### src/rtl/cmp_ctrl_pkg.sv
// Constants for the window comparator control block.
// Assumes an APB slave with 32-bit data and one aligned word per register.
package cmp_ctrl_pkg;
   localparam logic [11:0] OFS_CLK_EN   = 12'h000;
   localparam logic [11:0] OFS_RST_CTL  = 12'h004;
   localparam logic [11:0] OFS_MODE     = 12'h008;
   localparam logic [11:0] OFS_IRQ_FLAG = 12'h00c;
   localparam logic [11:0] OFS_IRQ_MASK = 12'h010;
   localparam logic [11:0] OFS_OUT_CTL  = 12'h014;

   localparam int CLK_GATE_BIT = 5;
   localparam int BLK_RST_BIT  = 5;
   localparam int C1_MON_BIT   = 7;
   localparam int C1_WIN_BIT   = 5;
   localparam int C1_ENB_BIT   = 4;
   localparam int C0_MON_BIT   = 3;
   localparam int C0_WIN_BIT   = 1;
   localparam int C0_ENB_BIT   = 0;
   localparam int FLAG0_BIT    = 4;
   localparam int FLAG1_BIT    = 5;
   localparam int OUT_INV_BIT  = 0;

   localparam logic [7:0] CLK_EN_RST  = 8'h00;
   localparam logic [7:0] RST_CTL_RST = 8'h00;
   localparam logic [7:0] MODE_RST    = 8'h00;
   localparam logic [7:0] MASK_RST    = 8'h30;
   localparam logic [7:0] OUT_CTL_RST = 8'h00;

   localparam logic [7:0] CLK_EN_WMASK  = 8'h20;
   localparam logic [7:0] RST_CTL_WMASK = 8'h20;
   localparam logic [7:0] MODE_WMASK    = 8'h33;
   localparam logic [7:0] MASK_WMASK    = 8'h30;
   localparam logic [7:0] OUT_CTL_WMASK = 8'h01;
endpackage

### src/rtl/cmp_channel.sv
// One comparator channel: result register and rising-edge event.
// Assumes the comparator decisions arrive synchronous to pclk.
`timescale 1ns/1ps
module cmp_channel
(
   input  wire logic pclk,
   input  wire logic presetn,
   input  wire logic run,
   input  wire logic blk_rst,
   input  wire logic enable,
   input  wire logic window,
   input  wire logic above_high,
   input  wire logic below_low,
   output logic      result_ff,
   output logic      rise_ff
);
   logic nxt_result;

   always_comb
   begin
      nxt_result = above_high;
      if (window)
      begin
         nxt_result = above_high | below_low;
      end
      if (!enable)
      begin
         nxt_result = 1'b0;
      end
   end

   // Clock gate off freezes the channel; block reset clears it
   always_ff @(posedge pclk or negedge presetn)
   begin
      if (!presetn)
      begin
         result_ff <= 1'b0;
      end
      else if (blk_rst)
      begin
         result_ff <= 1'b0;
      end
      else if (run)
      begin
         result_ff <= nxt_result;
      end
   end

   always_ff @(posedge pclk or negedge presetn)
   begin
      if (!presetn)
      begin
         rise_ff <= 1'b0;
      end
      else
      begin
         rise_ff <= run & !blk_rst & nxt_result & !result_ff;
      end
   end
endmodule

### src/rtl/cmp_flags.sv
// Sticky request flags for both comparators and the masked interrupt.
// Assumes clear strobes come from a qualified register write.
`timescale 1ns/1ps
module cmp_flags
(
   input  wire logic       pclk,
   input  wire logic       presetn,
   input  wire logic [1:0] set,
   input  wire logic       clr_wr,
   input  wire logic [1:0] wdata,
   input  wire logic [1:0] mask,
   output logic      [1:0] flag_ff,
   output logic            irq
);
   genvar i;
   generate
      for (i = 0; i < 2; i++)
      begin : g_flag
         // A new event wins over a clear in the same cycle
         always_ff @(posedge pclk or negedge presetn)
         begin
            if (!presetn)
            begin
               flag_ff[i] <= 1'b0;
            end
            else if (set[i])
            begin
               flag_ff[i] <= 1'b1;
            end
            else if (clr_wr && !wdata[i])
            begin
               flag_ff[i] <= 1'b0;
            end
         end
      end
   endgenerate

   assign irq = |(flag_ff & ~mask);
endmodule

### src/rtl/cmp_ctrl_top.sv
// Window comparator control: APB registers, two channels, pin and IRQ.
// Assumes comparator decisions are synchronous to pclk.
//
// Decided for this implementation: the APB interface to the registers and the address map.
`timescale 1ns/1ps
module cmp_ctrl_top
(
   input  wire logic        pclk,
   input  wire logic        presetn,
   input  wire logic [11:0] paddr,
   input  wire logic        psel,
   input  wire logic        penable,
   input  wire logic        pwrite,
   input  wire logic [31:0] pwdata,
   input  wire logic [3:0]  pstrb,
   output logic      [31:0] prdata,
   output logic             pready,
   output logic             pslverr,
   input  wire logic        c0_above_high,
   input  wire logic        c0_below_low,
   input  wire logic        c1_above_high,
   input  wire logic        c1_below_low,
   output logic             compare_result_pin,
   output logic             irq
);
   logic [7:0]  clk_en_ff;
   logic [7:0]  rst_ctl_ff;
   logic [7:0]  mode_ff;
   logic [7:0]  mask_ff;
   logic [7:0]  out_ctl_ff;
   logic [31:0] prdata_ff;
   logic        pin_ff;
   logic [7:0]  rd_val;
   logic [7:0]  mode_view;
   logic [1:0]  flag_ff;
   logic [1:0]  res;
   logic [1:0]  rise;
   logic [1:0]  en;
   logic [1:0]  win;
   logic [1:0]  above;
   logic [1:0]  below;
   logic        gate;
   logic        blk_rst;
   logic        run;
   logic        addr_ok;
   logic        wr;
   logic        rd_setup;

   assign gate    = clk_en_ff[cmp_ctrl_pkg::CLK_GATE_BIT];
   assign blk_rst = rst_ctl_ff[cmp_ctrl_pkg::BLK_RST_BIT];
   assign run     = gate & !blk_rst;

   assign addr_ok = (paddr == cmp_ctrl_pkg::OFS_CLK_EN)
                 || (paddr == cmp_ctrl_pkg::OFS_RST_CTL)
                 || (paddr == cmp_ctrl_pkg::OFS_MODE)
                 || (paddr == cmp_ctrl_pkg::OFS_IRQ_FLAG)
                 || (paddr == cmp_ctrl_pkg::OFS_IRQ_MASK)
                 || (paddr == cmp_ctrl_pkg::OFS_OUT_CTL);

   // Zero wait states; only the low byte lane carries data
   assign pready   = 1'b1;
   assign pslverr  = psel & penable & !addr_ok;
   assign wr       = psel & penable & pwrite & pstrb[0] & addr_ok;
   assign rd_setup = psel & !penable & !pwrite;
   assign prdata   = prdata_ff;
   assign compare_result_pin = pin_ff;

   assign en    = {mode_ff[cmp_ctrl_pkg::C1_ENB_BIT],
                   mode_ff[cmp_ctrl_pkg::C0_ENB_BIT]};
   assign win   = {mode_ff[cmp_ctrl_pkg::C1_WIN_BIT],
                   mode_ff[cmp_ctrl_pkg::C0_WIN_BIT]};
   assign above = {c1_above_high, c0_above_high};
   assign below = {c1_below_low, c0_below_low};

   genvar i;
   generate
      for (i = 0; i < 2; i++)
      begin : g_cmp
         cmp_channel u_chan
         (
            .pclk       (pclk),
            .presetn    (presetn),
            .run        (run),
            .blk_rst    (blk_rst),
            .enable     (en[i]),
            .window     (win[i]),
            .above_high (above[i]),
            .below_low  (below[i]),
            .result_ff  (res[i]),
            .rise_ff    (rise[i])
         );
      end
   endgenerate

   cmp_flags u_flags
   (
      .pclk    (pclk),
      .presetn (presetn),
      .set     (rise),
      .clr_wr  (wr && paddr == cmp_ctrl_pkg::OFS_IRQ_FLAG),
      .wdata   ({pwdata[cmp_ctrl_pkg::FLAG1_BIT],
                 pwdata[cmp_ctrl_pkg::FLAG0_BIT]}),
      .mask    ({mask_ff[cmp_ctrl_pkg::FLAG1_BIT],
                 mask_ff[cmp_ctrl_pkg::FLAG0_BIT]}),
      .flag_ff (flag_ff),
      .irq     (irq)
   );

   always_ff @(posedge pclk or negedge presetn)
   begin
      if (!presetn)
      begin
         clk_en_ff <= cmp_ctrl_pkg::CLK_EN_RST;
      end
      else if (wr && paddr == cmp_ctrl_pkg::OFS_CLK_EN)
      begin
         clk_en_ff <= pwdata[7:0] & cmp_ctrl_pkg::CLK_EN_WMASK;
      end
   end

   always_ff @(posedge pclk or negedge presetn)
   begin
      if (!presetn)
      begin
         rst_ctl_ff <= cmp_ctrl_pkg::RST_CTL_RST;
      end
      else if (wr && paddr == cmp_ctrl_pkg::OFS_RST_CTL)
      begin
         rst_ctl_ff <= pwdata[7:0] & cmp_ctrl_pkg::RST_CTL_WMASK;
      end
   end

   // Block settings need the gated clock and are cleared by block reset
   always_ff @(posedge pclk or negedge presetn)
   begin
      if (!presetn)
      begin
         mode_ff <= cmp_ctrl_pkg::MODE_RST;
      end
      else if (blk_rst)
      begin
         mode_ff <= cmp_ctrl_pkg::MODE_RST;
      end
      else if (gate && wr && paddr == cmp_ctrl_pkg::OFS_MODE)
      begin
         mode_ff <= pwdata[7:0] & cmp_ctrl_pkg::MODE_WMASK;
      end
   end

   always_ff @(posedge pclk or negedge presetn)
   begin
      if (!presetn)
      begin
         out_ctl_ff <= cmp_ctrl_pkg::OUT_CTL_RST;
      end
      else if (blk_rst)
      begin
         out_ctl_ff <= cmp_ctrl_pkg::OUT_CTL_RST;
      end
      else if (gate && wr && paddr == cmp_ctrl_pkg::OFS_OUT_CTL)
      begin
         out_ctl_ff <= pwdata[7:0] & cmp_ctrl_pkg::OUT_CTL_WMASK;
      end
   end

   always_ff @(posedge pclk or negedge presetn)
   begin
      if (!presetn)
      begin
         mask_ff <= cmp_ctrl_pkg::MASK_RST;
      end
      else if (wr && paddr == cmp_ctrl_pkg::OFS_IRQ_MASK)
      begin
         mask_ff <= pwdata[7:0] & cmp_ctrl_pkg::MASK_WMASK;
      end
   end

   // Pin follows the second result, optionally inverted
   always_ff @(posedge pclk or negedge presetn)
   begin
      if (!presetn)
      begin
         pin_ff <= 1'b0;
      end
      else
      begin
         pin_ff <= res[1]
                   ^ out_ctl_ff[cmp_ctrl_pkg::OUT_INV_BIT];
      end
   end

   always_comb
   begin
      mode_view = mode_ff;
      mode_view[cmp_ctrl_pkg::C1_MON_BIT] = res[1];
      mode_view[cmp_ctrl_pkg::C0_MON_BIT] = res[0];
   end

   always_comb
   begin
      rd_val = 8'h00;
      unique case (paddr)
         cmp_ctrl_pkg::OFS_CLK_EN:   rd_val = clk_en_ff;
         cmp_ctrl_pkg::OFS_RST_CTL:  rd_val = rst_ctl_ff;
         cmp_ctrl_pkg::OFS_MODE:     rd_val = mode_view;
         cmp_ctrl_pkg::OFS_IRQ_FLAG:
         begin
            rd_val[cmp_ctrl_pkg::FLAG1_BIT] = flag_ff[1];
            rd_val[cmp_ctrl_pkg::FLAG0_BIT] = flag_ff[0];
         end
         cmp_ctrl_pkg::OFS_IRQ_MASK: rd_val = mask_ff;
         cmp_ctrl_pkg::OFS_OUT_CTL:  rd_val = out_ctl_ff;
         default:                    rd_val = 8'h00;
      endcase
   end

   // Read data captured in the setup cycle, stable through access
   always_ff @(posedge pclk or negedge presetn)
   begin
      if (!presetn)
      begin
         prdata_ff <= 32'h0000_0000;
      end
      else if (rd_setup)
      begin
         prdata_ff <= {24'h00_0000, rd_val};
      end
   end
endmodule

### config.mk
export PLATFORM = sky130hd
export DESIGN_NAME = cmp_ctrl_top
export DESIGN_NICKNAME = d
export VERILOG_FILES = /design/src/rtl/cmp_ctrl_pkg.sv /design/src/rtl/cmp_channel.sv /design/src/rtl/cmp_flags.sv /design/src/rtl/cmp_ctrl_top.sv
export SDC_FILE = /design/constraint.sdc
export NUM_CORES = 1
export LEC_CHECK = 0
export ABC_AREA = 1
export BUFFER_PORTS_ARGS = -buffer_cell sky130_fd_sc_hd__buf_4
export CORE_MARGIN = 1.5
export CORE_UTILIZATION = 45
export CTS_CLUSTER_SIZE = 20
export DETAILED_ROUTE_END_ITERATION = 8
export HOLD_SLACK_MARGIN = 0.06
export PLACE_DENSITY = 0.91
export SYNTH_ARGS = -nofsm -noshare
export SYNTH_HDL_FRONTEND = slang
export SYNTH_SLANG_ARGS = --single-unit
### constraint.sdc
create_clock -name pclk -period 3.2 [get_ports pclk]
set_input_delay 0.32 -clock pclk [delete_from_list [all_inputs] [get_ports pclk]]
set_output_delay 0.32 -clock pclk [all_outputs]
set_load 0.005 [all_outputs]
==> impl_metrics.yaml <==
synth:
  ys_types: 29
  synth_flop_cell: "dfrtp_1"
  ys_warn_count: 0
  seq_area_frac_synth_pct: 37.9
  synth_edf_count: 0
  synth_top_area_share_pct: 34.3
  netlist_area_sq_um: 1460
  yosysTopAreaCell: "dfrtp_1"
  avgSynthCellArea_sq_um: 7.59
  async_reset_ff_share_pct: 100
  synth_area_leaders: "dfrtp_1 (34%), buf_4 (14%), nand2_1 (11%)"
  ys_ff_latch: 22
  netlist_instances: 192
setup_path:
  cp-end-kind: "output port"
  slowest_stage: "nor2_1"
  reg2reg_depth: 4
  slowest_delay_ns: 0.23
  cp.arrival_ns: 1.31
  r2r_setup_slack_ns: 2.03
  reg2reg_to: "prdata[5]"
  crit_required_ns: 2.88
  crit_chain: "buf_4 > inv_1 > nand2_1 > nor2_1 > nand3_2 > nand4_4 > nor2_1 > buf_4"
  start_kind: "input port"
  cp_max_fo: 5
  setup.worst_path.class: "in -> out"
  r2r_start: "rst_ctl_ff[5]"
clock_network:
  ctsResizeCount: 0
  cts_tree: "built"
  clk_pin_slew_ns: 0.12
  root_buffer: "clkbuf_4"
  cts_max_level: 1
  cts_sinks: 22
  numCtsBuffers: 3
  worst_skew_pair.late_latency_ns: 0.31
  cts_max_path_buffers: 2
power_and_ir_drop:
  p_comb_share_pct: 13.4
  power.leakage_nw: 0.931
  p_int_uw: 449
  netSwitchingPower_uw: 134
  p_per_area_nw_per_um2: 339
  vdd_drop_max_v: 0.000133
  power_frac_seq_pct: 49.9
  netSwitchingFraction_pct: 22.9
  p_clk_share_pct: 36.8
sta:
  hold_violations: 0
  setup_tns_ns: 0
  hold_ws_ns: 0.294
  fmax_mhz: 615
  rsz0062_at_grt: "no"
  period_needed_ns: 1.63
  tightest_slew_ns: 0.501
  fin_skew_ns: 0.00212
  post-route-period-util_pct: 50.8
  slew_viol_final: 0
  maxSlewHeadroom_pct: 66.5
  setup_viol: 0
floorplan:
  die_area_sq_um: 3590
  die_w_um: 59.9
  die_height_um: 59.9
  coreArea_sq_um: 3050
  row_count: 20
  start_util_pct: 47.7
  boundaryPins: 93
min_path:
  holdCritPathClass: "in -> reg"
  hp-start: "pwdata[1]"
  holdPathStages: 5
  hold_end: "mode_ff[1]"
cells_and_area:
  final_cell_mix: "nand2_1 (42), buf_4 (34), conb_1 (27)"
  antenna-diode-count: 0
  drive_gt1_share_pct: 28.5
  final_common_cell: "nand2_1"
  final_nets: 286
  syn2layout_area_growth_pct: 17.9
grt:
  grt_pass1_wl_mm: 4.44
  grt_max_degree: 23
  antenna_found_initial: 0
  gr-total-overflow: 0
  grt_pass1_vias: 1068
  track_usage_pct: 16.4
placed_design:
  io_buffers: 34
  globalplace.congestion: 0.828
  hpwl_mm: 2.14
detailed_routing:
  via_per_inst: 4.47
  dr.pass1.iters: 4
  antenna_left: 0
  dr.first_iter.drc_count: 31
  vias: 1216
  routed_wl_mm: 2.73
  drc: 0
  wl_per_cell_um: 10.0
run_status:
  status: "completed"
run:
  drv_cap: 0
## critical path: cells and delay by family
family,cells,cell delay [ns]
simple gates,5,0.69
buf+inv,3,0.29
## worst max path at each step
stage | start | end | slack, ns | cells after the start
global placement | paddr[5] | pslverr | 1.65 | 8
floorplan | paddr[11] | u_flags.flag_ff[1] | 1.93 | 10
finish | paddr[5] | pslverr | 1.57 | 8
global route | paddr[5] | pslverr | 1.52 | 8
CTS | paddr[5] | pslverr | 1.59 | 8
detailed placement | paddr[5] | pslverr | 1.60 | 8
## logic make-up after synthesis
logic type	share of synthesized area [%]
flip-flops	37.9
other	0.515
AO/OA/AOI/OAI	6.87
XOR/XNOR	0.601
buffers and inverters	20.8
AND/OR/NAND/NOR	33.3
## cell usage after synthesis (2+ instances only)
| cell | instances |
|---|---|
| inv_2 | 5 |
| nand3_1 | 11 |
| nand2_1 | 42 |
| nor2_4 | 2 |
| dfrtp_1 | 20 |
| nor2_2 | 3 |
| buf_4 | 27 |
| o21ai_0 | 6 |
| conb_1 | 2 |
| nand2_4 | 2 |
| nand4_4 | 2 |
| o21ai_1 | 5 |
| nand2_2 | 6 |
| inv_1 | 18 |
| nor3_1 | 2 |
| nor2_1 | 21 |
| a21oi_1 | 3 |
| dfstp_2 | 2 |
| clkinv_2 | 2 |
| nand3_2 | 2 |
## flip-flops by register name (all words and copies together), names as in the netlist
| name | cells |
|---|---|
| rst_ctl_ff | 1 |
| prdata | 6 |
| mode_ff | 4 |
| g_cmp.u_chan.result_ff | 2 |
| out_ctl_ff | 1 |
| clk_en_ff | 1 |
| g_cmp.u_chan.rise_ff | 2 |
| mask_ff | 2 |
| compare_result_pin | 1 |
| u_flags.flag_ff | 2 |
## through the flow
| step | instances | setup WS (ns) | utilization, % | power, mW | area (sq um) |
|---|---|---|---|---|---|
| 6_report | 272 | 1.57 | 56.3 | 0.582 | 1720 |
| 3_3_place_gp | 267 | 1.65 | 54.2 | 0.370 | 1660 |
| 3_5_place_dp | 267 | 1.60 | 54.2 | 0.372 | 1660 |
| 4_1_cts | 272 | 1.59 | 56.3 | 0.582 | 1720 |
| 5_1_grt | 272 | 1.52 | 56.3 | 0.606 | 1720 |
| 2_1_floorplan | 217 | 1.93 | - | 0.352 | 1550 |
## power groups by stage
stage	combinational, mW	clock, mW	sequential (mW)
3_3_place_gp	0.0751	0	0.295
3_5_place_dp	0.0767	0	0.295
6_report	0.0779	0.214	0.290
2_1_floorplan	0.0577	0	0.295
4_1_cts	0.0780	0.214	0.290
5_1_grt	0.0896	0.225	0.291
## metal layers
metal	part of all wire, %	track usage [%]	up-vias
li1	-	-	621
met1	44	20.8	539
met2	48	27.8	52
met3	7.3	3.68	4
met4	1.1	4.76	0
met5	0	0	-
## cell type report
type / count / area (sq um)
Clock buffer: 3 / 22.5
Clock inverter: 1 / 30.0
Fill cell: 296 / 1340
Inverter: 25 / 96.3
Multi-Input combinational cell: 142 / 696
Sequential cell: 22 / 553
Tap cell: 44 / 55.1
Timing Repair Buffer: 35 / 265
## what timing repair did
item	in CTS	in global routing
hold buffers	1	0
setup buffers	0	0
hold endpoints to repair	20	0
endpoints found under the setup margin	0	0
Note: power is estimated with default switching activity, not from simulation.
